--- src/psp_pkg.sv ---
// constants and types for the pipelined sram port
package psp_pkg;
	localparam int LANES  = 4;
	localparam int BYTE_W = 8;
	localparam int DATA_W = LANES * BYTE_W;
	localparam int ADDR_W = 6;
	localparam int DEPTH  = 64;
	localparam int LOW_W  = 2;
	localparam int HIGH_W = ADDR_W - LOW_W;
	localparam int IR_W   = 2;

	typedef logic [ADDR_W-1:0] psp_addr_t;
	typedef logic [LOW_W-1:0]  psp_low_t;
	typedef logic [HIGH_W-1:0] psp_high_t;
	typedef logic [IR_W-1:0]   psp_ir_t;

	localparam psp_low_t BURST_START = 2'h0;
	localparam psp_low_t BURST_STEP  = 2'h1;
	localparam logic     STRAP_DEFAULT = 1'h1;
	localparam logic [1:0] STRAP_SETTLE = 2'h3;
	localparam psp_ir_t  IR_CAPTURE = 2'h1;
	localparam psp_ir_t  IR_BYPASS  = 2'h3;

	typedef enum logic [3:0] {
		TAP_RESET, TAP_IDLE,
		TAP_SEL_DR, TAP_CAP_DR, TAP_SH_DR, TAP_EX1_DR, TAP_PA_DR, TAP_EX2_DR, TAP_UPD_DR,
		TAP_SEL_IR, TAP_CAP_IR, TAP_SH_IR, TAP_EX1_IR, TAP_PA_IR, TAP_EX2_IR, TAP_UPD_IR
	} psp_tap_e;
endpackage : psp_pkg

--- src/psp_if.sv ---
// carriers between the port core and its burst and test-port helpers
`timescale 1ns/1ps
interface psp_burst_if;
	logic              step;
	logic              load;
	psp_pkg::psp_low_t loadLow;
	logic              order;
	psp_pkg::psp_low_t curLow;
	modport ctl  (output step, output load, output loadLow, output order, input curLow);
	modport core (input step, input load, input loadLow, input order, output curLow);
endinterface : psp_burst_if

interface psp_tap_if;
	logic tckRise;
	logic tckFall;
	logic tms;
	logic tdi;
	logic tdo;
	logic tdoOe;
	modport ctl  (output tckRise, output tckFall, output tms, output tdi, input tdo, input tdoOe);
	modport core (input tckRise, input tckFall, input tms, input tdi, output tdo, output tdoOe);
endinterface : psp_tap_if

--- src/psp_burst.sv ---
// two-bit burst sequencer, linear or interleaved
`timescale 1ns/1ps
module psp_burst (
	// clock and reset
	input wire logic   clk,
	input wire logic   nrst,
	// control side
	psp_burst_if.core  bus
);
	typedef struct packed {
		psp_pkg::psp_low_t base;
		psp_pkg::psp_low_t cnt;
	} psp_burst_s;

	psp_burst_s stReg;
	psp_burst_s stNext;

	always_comb begin
		stNext = stReg;
		if (bus.step) begin
			if (bus.load) begin
				stNext.base = bus.loadLow;
				stNext.cnt  = psp_pkg::BURST_START;
			end else begin
				// counter wraps after four accesses
				stNext.cnt = psp_pkg::psp_low_t'(stReg.cnt + psp_pkg::BURST_STEP);
			end
		end
	end

	// high order is interleaved, low is linear
	assign bus.curLow = bus.order ? (stReg.base ^ stReg.cnt)
		: psp_pkg::psp_low_t'(stReg.base + stReg.cnt);

	always_ff @(posedge clk or negedge nrst) begin
		if (!nrst) begin
			stReg <= '0;
		end else begin
			stReg <= stNext;
		end
	end

	a_burst_wrap_step: assert property (@(posedge clk) disable iff (!nrst)
		(bus.step && !bus.load) |=> (stReg.cnt == psp_pkg::psp_low_t'($past(stReg.cnt) + 2'h1)))
		else $error("burst counter did not advance by one");
endmodule : psp_burst

--- src/psp_tap.sv ---
// test access port: sixteen-state controller with bypass data path
`timescale 1ns/1ps
module psp_tap (
	// clock and reset
	input wire logic clk,
	input wire logic nrst,
	// qualified test clock edges and serial pins
	psp_tap_if.core  tp
);
	typedef struct packed {
		psp_pkg::psp_tap_e state;
		psp_pkg::psp_ir_t  ir;
		psp_pkg::psp_ir_t  irShift;
		logic              bypass;
		logic              tdo;
		logic              tdoOe;
	} psp_tap_s;

	psp_tap_s stReg;
	psp_tap_s stNext;

	function automatic psp_pkg::psp_tap_e tapStep(psp_pkg::psp_tap_e s, logic m);
		case (s)
			psp_pkg::TAP_RESET:  tapStep = m ? psp_pkg::TAP_RESET  : psp_pkg::TAP_IDLE;
			psp_pkg::TAP_IDLE:   tapStep = m ? psp_pkg::TAP_SEL_DR : psp_pkg::TAP_IDLE;
			psp_pkg::TAP_SEL_DR: tapStep = m ? psp_pkg::TAP_SEL_IR : psp_pkg::TAP_CAP_DR;
			psp_pkg::TAP_CAP_DR: tapStep = m ? psp_pkg::TAP_EX1_DR : psp_pkg::TAP_SH_DR;
			psp_pkg::TAP_SH_DR:  tapStep = m ? psp_pkg::TAP_EX1_DR : psp_pkg::TAP_SH_DR;
			psp_pkg::TAP_EX1_DR: tapStep = m ? psp_pkg::TAP_UPD_DR : psp_pkg::TAP_PA_DR;
			psp_pkg::TAP_PA_DR:  tapStep = m ? psp_pkg::TAP_EX2_DR : psp_pkg::TAP_PA_DR;
			psp_pkg::TAP_EX2_DR: tapStep = m ? psp_pkg::TAP_UPD_DR : psp_pkg::TAP_SH_DR;
			psp_pkg::TAP_UPD_DR: tapStep = m ? psp_pkg::TAP_SEL_DR : psp_pkg::TAP_IDLE;
			psp_pkg::TAP_SEL_IR: tapStep = m ? psp_pkg::TAP_RESET  : psp_pkg::TAP_CAP_IR;
			psp_pkg::TAP_CAP_IR: tapStep = m ? psp_pkg::TAP_EX1_IR : psp_pkg::TAP_SH_IR;
			psp_pkg::TAP_SH_IR:  tapStep = m ? psp_pkg::TAP_EX1_IR : psp_pkg::TAP_SH_IR;
			psp_pkg::TAP_EX1_IR: tapStep = m ? psp_pkg::TAP_UPD_IR : psp_pkg::TAP_PA_IR;
			psp_pkg::TAP_PA_IR:  tapStep = m ? psp_pkg::TAP_EX2_IR : psp_pkg::TAP_PA_IR;
			psp_pkg::TAP_EX2_IR: tapStep = m ? psp_pkg::TAP_UPD_IR : psp_pkg::TAP_SH_IR;
			psp_pkg::TAP_UPD_IR: tapStep = m ? psp_pkg::TAP_SEL_DR : psp_pkg::TAP_IDLE;
			default:             tapStep = psp_pkg::TAP_RESET;
		endcase
	endfunction : tapStep

	always_comb begin
		stNext = stReg;
		if (tp.tckRise) begin
			stNext.state = tapStep(stReg.state, tp.tms);
			case (stReg.state)
				psp_pkg::TAP_RESET:  stNext.ir = psp_pkg::IR_BYPASS;
				psp_pkg::TAP_CAP_IR: stNext.irShift = psp_pkg::IR_CAPTURE;
				psp_pkg::TAP_SH_IR:  stNext.irShift = {tp.tdi, stReg.irShift[psp_pkg::IR_W-1:1]};
				psp_pkg::TAP_UPD_IR: stNext.ir = stReg.irShift;
				psp_pkg::TAP_CAP_DR: stNext.bypass = 1'h0;
				psp_pkg::TAP_SH_DR:  stNext.bypass = tp.tdi;
				default:             stNext.bypass = stReg.bypass;
			endcase
		end
		// output moves only on the falling test clock edge
		if (tp.tckFall) begin
			stNext.tdo   = (stReg.state == psp_pkg::TAP_SH_IR) ? stReg.irShift[0] : stReg.bypass;
			stNext.tdoOe = (stReg.state == psp_pkg::TAP_SH_IR) || (stReg.state == psp_pkg::TAP_SH_DR);
		end
	end

	assign tp.tdo   = stReg.tdo;
	assign tp.tdoOe = stReg.tdoOe;

	always_ff @(posedge clk or negedge nrst) begin
		if (!nrst) begin
			stReg       <= '0;
			stReg.state <= psp_pkg::TAP_RESET;
			stReg.ir    <= psp_pkg::IR_BYPASS;
		end else begin
			stReg <= stNext;
		end
	end

	a_tdo_falling_only: assert property (@(posedge clk) disable iff (!nrst)
		!tp.tckFall |=> $stable(stReg.tdo) && $stable(stReg.tdoOe))
		else $error("serial output moved without a falling test clock");
	a_tdi_rise_sample: assert property (@(posedge clk) disable iff (!nrst)
		(tp.tckRise && stReg.state == psp_pkg::TAP_SH_DR) |=> (stReg.bypass == $past(tp.tdi)))
		else $error("bypass stage did not take serial input");
	a_tms_reset_hold: assert property (@(posedge clk) disable iff (!nrst)
		(tp.tckRise && tp.tms && stReg.state == psp_pkg::TAP_RESET) |=> stReg.state == psp_pkg::TAP_RESET)
		else $error("controller left reset with mode select high");
	a_tap_idle_walk: assert property (@(posedge clk) disable iff (!nrst)
		(tp.tckRise && !tp.tms && stReg.state == psp_pkg::TAP_SEL_DR) |=> stReg.state == psp_pkg::TAP_CAP_DR)
		else $error("controller missed capture step");
endmodule : psp_tap

--- src/psp_port.sv ---
// pipelined burst sram host port: selects, output control, clock qualification, lanes
// ----------------------------------------------------------------
// Summary of operation
// - selected only with both low selects low and high select high, sampled together
// - output enable low drives data and parity pins even while masked
// - output enable high tristates data and parity so they act as inputs
// - pins stay tristated in write data cycle, after deselect exit, and while deselected
// - only clock edges with clock enable low advance the access pipeline
// - clock enable high masks the edge; no capture, pipeline state held
// - clock enable high does not deselect; the cycle simply stretches
// - write data is captured into the storage array on a rising edge
// - read data belongs to the address taken at the previous qualified edge
// - parity lanes act like data lanes, written only with their byte select
// - burst strap high selects interleaved order, low selects linear order
// - an unconnected burst strap defaults high, interleaved
// - test output changes on the falling test clock edge
// - test input is sampled on the rising test clock edge
// - test mode select is sampled on rising test clock and steers the controller
// - each byte select, with write enable, gates its byte and parity bit
// - both burst orders step the two lowest address bits and wrap after four
// - a sampled deselect tristates outputs after the following edge
// ----------------------------------------------------------------
`timescale 1ns/1ps
module psp_port (
	// clock and reset
	input  wire logic                             clk,
	input  wire logic                             nrst,
	// selects and control
	input  wire logic                             chipSelLowAN,
	input  wire logic                             chipSelHigh,
	input  wire logic                             chipSelLowBN,
	input  wire logic                             clockEnableN,
	input  wire logic                             writeEnableN,
	input  wire logic                             advLoadN,
	input  wire logic [psp_pkg::ADDR_W-1:0]       addr,
	input  wire logic [psp_pkg::LANES-1:0]        byteWriteSelN,
	input  wire logic                             outputEnableN,
	// data and parity lanes
	input  wire logic [psp_pkg::DATA_W-1:0]       dataIn,
	output logic      [psp_pkg::DATA_W-1:0]       dataOut,
	output logic      [psp_pkg::DATA_W-1:0]       dataOe,
	input  wire logic [psp_pkg::LANES-1:0]        parityIn,
	output logic      [psp_pkg::LANES-1:0]        parityOut,
	output logic      [psp_pkg::LANES-1:0]        parityOe,
	// burst order strap
	input  wire logic                             burstOrderStrap,
	// serial test port
	input  wire logic                             tck,
	input  wire logic                             tms,
	input  wire logic                             tdi,
	output logic                                  tdo,
	output logic                                  tdoOe
);
	typedef struct packed {
		logic                          oeS1;
		logic                          oeS2;
		logic                          strapS1;
		logic                          strapS2;
		logic [1:0]                    strapAge;
		logic                          burstOrder;
		logic                          tckS1;
		logic                          tckS2;
		logic                          tckS3;
		logic                          tmsS1;
		logic                          tmsS2;
		logic                          tdiS1;
		logic                          tdiS2;
		logic                          s1Valid;
		logic                          s1Write;
		psp_pkg::psp_high_t            s1High;
		logic [psp_pkg::LANES-1:0]     s1LaneN;
		logic                          s2Write;
		psp_pkg::psp_addr_t            s2Addr;
		logic [psp_pkg::LANES-1:0]     s2LaneN;
		logic                          drive;
		logic                          pinOe;
		logic [psp_pkg::DATA_W-1:0]    outData;
		logic [psp_pkg::LANES-1:0]     outParity;
	} psp_port_s;

	psp_port_s stReg;
	psp_port_s stNext;

	psp_burst_if bIf ();
	psp_tap_if   tIf ();

	logic                        qual;
	logic                        sel;
	psp_pkg::psp_addr_t          s1Addr;
	logic [psp_pkg::DATA_W-1:0]  rdData;
	logic [psp_pkg::LANES-1:0]   rdParity;

	// ----------------------------------------------------------------
	// clock qualification and select decode
	// ----------------------------------------------------------------
	assign qual   = !clockEnableN;
	assign sel    = !chipSelLowAN && chipSelHigh && !chipSelLowBN;
	assign s1Addr = {stReg.s1High, bIf.curLow};

	assign bIf.step    = qual;
	assign bIf.load    = !advLoadN;
	assign bIf.loadLow = addr[psp_pkg::LOW_W-1:0];
	assign bIf.order   = stReg.burstOrder;

	psp_burst u_burst (
		.clk  (clk),
		.nrst (nrst),
		.bus  (bIf)
	);

	// ----------------------------------------------------------------
	// storage, one data array and one parity array per byte lane
	// ----------------------------------------------------------------
	for (genvar ln = 0; ln < psp_pkg::LANES; ln++) begin : g_lane
		logic [psp_pkg::BYTE_W-1:0] byteMem [psp_pkg::DEPTH];
		logic                       parMem  [psp_pkg::DEPTH];

		// write lands at the data edge, two qualified edges after the address
		always_ff @(posedge clk) begin
			if (qual && stReg.s2Write && !stReg.s2LaneN[ln]) begin
				byteMem[stReg.s2Addr] <= dataIn[ln*psp_pkg::BYTE_W +: psp_pkg::BYTE_W];
				parMem[stReg.s2Addr]  <= parityIn[ln];
			end
		end

		assign rdData[ln*psp_pkg::BYTE_W +: psp_pkg::BYTE_W] = byteMem[s1Addr];
		assign rdParity[ln] = parMem[s1Addr];
	end

	// ----------------------------------------------------------------
	// next state
	// ----------------------------------------------------------------
	always_comb begin
		stNext = stReg;
		// pins from outside the clock domain, two stages each, three for the test clock
		stNext.oeS1    = outputEnableN;
		stNext.oeS2    = stReg.oeS1;
		stNext.strapS1 = burstOrderStrap;
		stNext.strapS2 = stReg.strapS1;
		stNext.tckS1   = tck;
		stNext.tckS2   = stReg.tckS1;
		stNext.tckS3   = stReg.tckS2;
		stNext.tmsS1   = tms;
		stNext.tmsS2   = stReg.tmsS1;
		stNext.tdiS1   = tdi;
		stNext.tdiS2   = stReg.tdiS1;

		// strap is taken once after the synchroniser settles; later changes ignored
		if (stReg.strapAge != psp_pkg::STRAP_SETTLE) begin
			stNext.strapAge = 2'(stReg.strapAge + 2'h1);
			if (stNext.strapAge == psp_pkg::STRAP_SETTLE) begin
				stNext.burstOrder = stReg.strapS2;
			end
		end

		// a masked edge holds the access pipeline, selection included
		if (qual) begin
			if (!advLoadN) begin
				stNext.s1Valid = sel;
				stNext.s1Write = !writeEnableN;
				stNext.s1High  = addr[psp_pkg::ADDR_W-1:psp_pkg::LOW_W];
				stNext.s1LaneN = byteWriteSelN;
			end else begin
				// burst continues with the latched direction regardless of selects
				stNext.s1LaneN = byteWriteSelN;
			end
			stNext.s2Write = stReg.s1Valid && stReg.s1Write;
			stNext.s2Addr  = s1Addr;
			stNext.s2LaneN = stReg.s1LaneN;
			// only a selected read drives; write data phase and deselect do not
			stNext.drive   = stReg.s1Valid && !stReg.s1Write;
			if (stReg.s1Valid && !stReg.s1Write) begin
				stNext.outData   = rdData;
				stNext.outParity = rdParity;
			end
		end

		// output enable still acts while the clock is masked
		stNext.pinOe = stNext.drive && !stReg.oeS2;
	end

	always_ff @(posedge clk or negedge nrst) begin
		if (!nrst) begin
			stReg            <= '0;
			stReg.oeS1       <= 1'h1;
			stReg.oeS2       <= 1'h1;
			stReg.burstOrder <= psp_pkg::STRAP_DEFAULT;
		end else begin
			stReg <= stNext;
		end
	end

	// ----------------------------------------------------------------
	// test port
	// ----------------------------------------------------------------
	assign tIf.tckRise = stReg.tckS2 && !stReg.tckS3;
	assign tIf.tckFall = !stReg.tckS2 && stReg.tckS3;
	assign tIf.tms     = stReg.tmsS2;
	assign tIf.tdi     = stReg.tdiS2;

	psp_tap u_tap (
		.clk  (clk),
		.nrst (nrst),
		.tp   (tIf)
	);

	// ----------------------------------------------------------------
	// pins
	// ----------------------------------------------------------------
	assign dataOut   = stReg.outData;
	assign parityOut = stReg.outParity;
	assign dataOe    = {psp_pkg::DATA_W{stReg.pinOe}};
	assign parityOe  = {psp_pkg::LANES{stReg.pinOe}};
	assign tdo       = tIf.tdo;
	assign tdoOe     = tIf.tdoOe;

	// ----------------------------------------------------------------
	// checks
	// ----------------------------------------------------------------
	a_select_needs_all: assert property (@(posedge clk) disable iff (!nrst)
		(qual && !advLoadN && !sel) |=> !stReg.s1Valid)
		else $error("access taken without full select");
	a_oe_low_drives: assert property (@(posedge clk) disable iff (!nrst)
		(qual && stReg.s1Valid && !stReg.s1Write && !stReg.oeS2) |=> dataOe[0] && parityOe[0])
		else $error("selected read with output enable low did not drive");
	a_oe_high_floats: assert property (@(posedge clk) disable iff (!nrst)
		stReg.oeS2 |=> !dataOe[0] && !parityOe[0])
		else $error("pins driven with output enable high");
	a_write_phase_float: assert property (@(posedge clk) disable iff (!nrst)
		(qual && stReg.s1Valid && stReg.s1Write) |=> !dataOe[0] ##1 (!qual || !dataOe[0] || stReg.drive))
		else $error("pins driven during write data phase");
	a_cen_holds_state: assert property (@(posedge clk) disable iff (!nrst)
		clockEnableN |=> $stable(stReg.s1Valid) && $stable(stReg.s1High) && $stable(stReg.outData)
			&& $stable(stReg.drive))
		else $error("state moved on a masked clock edge");
	a_read_pipe_data: assert property (@(posedge clk) disable iff (!nrst)
		(qual && stReg.s1Valid && !stReg.s1Write) |=> (dataOut == $past(rdData))
			&& (parityOut == $past(rdParity)))
		else $error("read data not from the previously taken address");
	a_deselect_pipe: assert property (@(posedge clk) disable iff (!nrst)
		(qual && !advLoadN && !sel) ##1 qual |=> !dataOe[0])
		else $error("outputs still driven after pipelined deselect");
	a_strap_stays: assert property (@(posedge clk) disable iff (!nrst)
		(stReg.strapAge == psp_pkg::STRAP_SETTLE) |=> $stable(stReg.burstOrder))
		else $error("burst order changed after it was taken");
	a_strap_default: assert property (@(posedge clk) disable iff (!nrst)
		(stReg.strapAge == 2'h0) |-> stReg.burstOrder)
		else $error("burst order not interleaved out of reset");
endmodule : psp_port

--- config.mk ---
export PLATFORM = sky130hd
export DESIGN_NAME = psp_port
export DESIGN_NICKNAME = d
export VERILOG_FILES = /design/src/psp_pkg.sv /design/src/psp_if.sv /design/src/psp_burst.sv /design/src/psp_tap.sv /design/src/psp_port.sv
export SDC_FILE = /design/constraint.sdc
export NUM_CORES = 2
export LEC_CHECK = 0
export BUFFER_PORTS_ARGS = -buffer_cell sky130_fd_sc_hd__buf_2
export CAP_MARGIN = 25
export CORE_ASPECT_RATIO = 0.9
export CORE_UTILIZATION = 57
export DETAILED_ROUTE_END_ITERATION = 8
export PLACE_DENSITY_LB_ADDON = 0.25
export SLEW_MARGIN = 10
export SYNTH_ARGS = -nofsm -noshare
export SYNTH_HDL_FRONTEND = slang
export SYNTH_SLANG_ARGS = --single-unit
--- constraint.sdc ---
create_clock -name clk -period 2.55 [get_ports clk]
set_input_delay 0.255 -clock clk [delete_from_list [all_inputs] [get_ports clk]]
set_output_delay 0.255 -clock clk [all_outputs]
set_load 0.02 [all_outputs]
==> qor.yml <==
run_status:
  failed_checks: "negative setup slack"
  status: "complete, but fails checks"
synthesis:
  synth-edff-count: 2304
  synth_seq_cells: 2390
  yosysSeqAreaShare_pct: 71.6
  async_flop_share_pct: 3.60
  yosysWarnings: 0
  yosys.cell_types.count: 78
  synth-main-ff-cell: "edfxtp_1"
  syn_inst: 6603
  synth_area_per_cell_um2: 15.1
  synth_area_leaders: "edfxtp_1 69%, mux4_2 5.4%, mux2i_1 3.1%, nand2_1 2.9%, dfrtp_1 2.1%"
  synth_top_cell_area_share_pct: 69.4
  syn_nets: 6665
  synth.cell_area_um2: 99700
  yosys.area.top_type: "edfxtp_1"
global_route:
  grtUsageTotal_pct: 38.7
  antenna_found_initial: 35
  grt_pass1_vias: 65600
  grt_max_degree: 65
  grt-ovfl-total: 0
  grt_pass1_wl_um: 481000
critical_path:
  critPathMaxFanout: 6
  end_kind: "register"
  crit_type: "reg2reg"
  cp-start-kind: "register"
  cp.required_ns: 3.35
  crit_arrival_ns: 3.77
final_layout:
  nNetsFinal: 7685
  drive_gt1_share_pct: 28.2
  syn2layout_area_growth_pct: 22.8
  final_area_um2: 122000
  finalNonFillerCells: 10100
  final_core_util_pct: 70.5
floorplan:
  dieHeight_um: 399
  fp-row-count: 145
  ios: 133
  die-area_um2: 177000
  start_util_pct: 57.4
  coreArea_um2: 174000
  die_w_um: 443
clocking:
  clk_latency_ns: 0.92
  clock-sinks: 2390
  clk_pin_slew_ns: 0.06
  cts_buffer_depth: 3
  cts_tree: "built"
  cts_buffers: 229
  root_buffer: "clkbuf_16"
  cts.htree.levels: 4
sta:
  fin_ws_ns: -0.413
  hold_violations: 0
  relSlewSlack_pct: 28.3
  period_minus_slack_ns: 2.96
  fin_skew_ns: 0.0606
  drv_slew: 0
  max_freq_ghz: 0.337
  tightest_slew_ns: 1.08
  timing.final.crit_share_pct: 116
  finalSetupViolCount: 74
  rsz0062_at_grt: "yes"
route:
  drtIter0Drc: 11800
  drc: 0
  viasPerCell: 6.87
  wire_per_inst_um: 34.4
  vias: 69500
  routed_wl_um: 348000
  ant_nets: 0
  first_pass_iters: 9
pwr:
  vdd_drop_max_mv: 0.601
  power.leakage_nw: 42.1
  p_per_area_nw_per_um2: 864
placement:
  post_dp_cell_area_um2: 110000
  place_inst: 9462
  place_congestion: 1.00
  hpwl_um: 223000
  io_buffers: 132
worst_hold_path:
  hold_path_class: "in2reg"
run:
  maxCapViolCount: 0
-- layout by cell type, fill, tap and decap left out, drive strengths merged, types with 50 or more instances in the layout --
master and instances:
a21oi 173, clkbuf 303, dlygate4sd3 59, buf 1286
nor3 310, mux2 71, nand2 782, dfrtp 83
nor2 424, nand3 219, o211ai 55, a211oi 51
o21ai 156, clkinv 94, mux4 239, mux2i 309
nor4 50, edfxtp 2304, a31oi 139
-- report_power, final --
| part | total [W] | switching, W | internal (W) | leakage, nW |
|---|---|---|---|---|
| Combinational | 0.0258 | 0.0149 | 0.0109 | 16.5 |
| Sequential | 0.0444 | 0.000941 | 0.0434 | 21.7 |
| Clock | 0.0356 | 0.0153 | 0.0203 | 3.84 |
-- cell type report --
class | count | area [um2]
Multi-Input combinational cell | 3629 | 26800
Clock buffer | 289 | 6160
Tap cell | 2278 | 2850
Sequential cell | 2390 | 71400
Timing Repair Buffer | 1365 | 13400
Clock inverter | 144 | 1720
Antenna cell | 14 | 35.0
Inverter | 8 | 32.5
Fill cell | 10900 | 51300
-- path summary, 6_finish.rpt --
check | startpoint | to | slack [ns] | depth (start not counted)
min in group asynchronous | nrst | stNext[71] | 0.56 | 3
min reg2reg | stNext[64] | stNext[63] | 0.35 | 0
max | u_burst.stReg[0] | dataOut[21] | -0.41 | 12
min | dataIn[16] | g_lane[2].byteMem[31][0] | 0.03 | 2
max in group asynchronous | nrst | dataOut[21] | 1.60 | 4
max reg2reg | u_burst.stReg[0] | dataOut[21] | -0.41 | 12
-- layer usage --
metal / routed length, um / vias to the layer above / track usage, %
met1: 121000 / 34300 / 52.2
met3: 53400 / 1229 / 12.6
met4: 25100 / 40 / 23.2
met5: 270 / - / 0
met2: 148000 / 5929 / 55.1
li1: - / 27900 / -
-- through the flow --
stage | hold slack [ns] | power [W] | setup WS (ns) | setup TNS (ns)
final | 0.0269 | 0.106 | -0.413 | -11.55
after global routing | 0.0339 | 0.108 | -0.423 | -11.14
after CTS | 0.0104 | 0.104 | -0.293 | -7.33
after detailed placement | 0.336 | 0.0668 | -0.757 | -26.40
after global placement | 0.331 | 0.0664 | -0.720 | -26.56
after floorplan | -0.0406 | 0.0566 | -0.0377 | -0.0680
-- worst max-delay path, cell delays in order, from the launching register on --
cell      delay [ns]
dfrtp_1         0.41
ha_4            0.33
buf_12          0.17
buf_12          0.15
buf_8           0.13
nor4bb_1        0.12
mux2i_1         0.16
nand3_1         0.15
o41ai_4         0.32
buf_4           0.18
o211ai_1        0.28
a31o_1          0.29
a31oi_1         0.15
-- repair_timing --
action,CTS,global route
resized for setup,251,210
pin swaps,72,112
buffers inserted,66,64
endpoints found under the setup margin,117,179
hold endpoints to repair,893,0
hold buffers,60,0
cloned,18,14
-- registers in the layout, indices dropped and copies added, names as in the netlist, 6 cells and up --
| register | cells |
|---|---|
| g_lane.byteMem | 2048 |
| g_lane.parMem | 256 |
| dataOut | 32 |
| stReg | 23 |
| u_tap.stReg | 7 |
| stNext | 6 |
-- Yosys cell counts (50+ instances only) --
cell / count
mux4_2: 238
nor4_1: 50
buf_4: 111
dfrtp_1: 83
mux2_2: 71
a31oi_1: 139
o21ai_0: 156
nor3_1: 310
nand2_1: 782
buf_1: 52
nand3_1: 219
edfxtp_1: 2304
clkbuf_1: 237
a21oi_1: 173
buf_2: 162
a211oi_1: 51
o211ai_1: 55
mux2i_1: 309
nor2_1: 423
-- cell families (layout without fill, tap and decap cells) --
| group | count (synthesis) | count (layout) | share of synthesized area, % |
|---|---|---|---|
| and+or+nand+nor | 2040 | 2040 | 9.48 |
| muxes | 619 | 619 | 9.31 |
| adders and majority gates | 3 | 3 | 0.0377 |
| DFF | 2390 | 2390 | 71.6 |
| buffers and inverters | 584 | 1806 | 2.93 |
| AOI/OAI and AO/OA | 962 | 962 | 6.56 |
| xor gates and xnor gates | 5 | 5 | 0.0967 |
| other | 0 | 14 | 0 |
(Power assumes the default switching activity.)
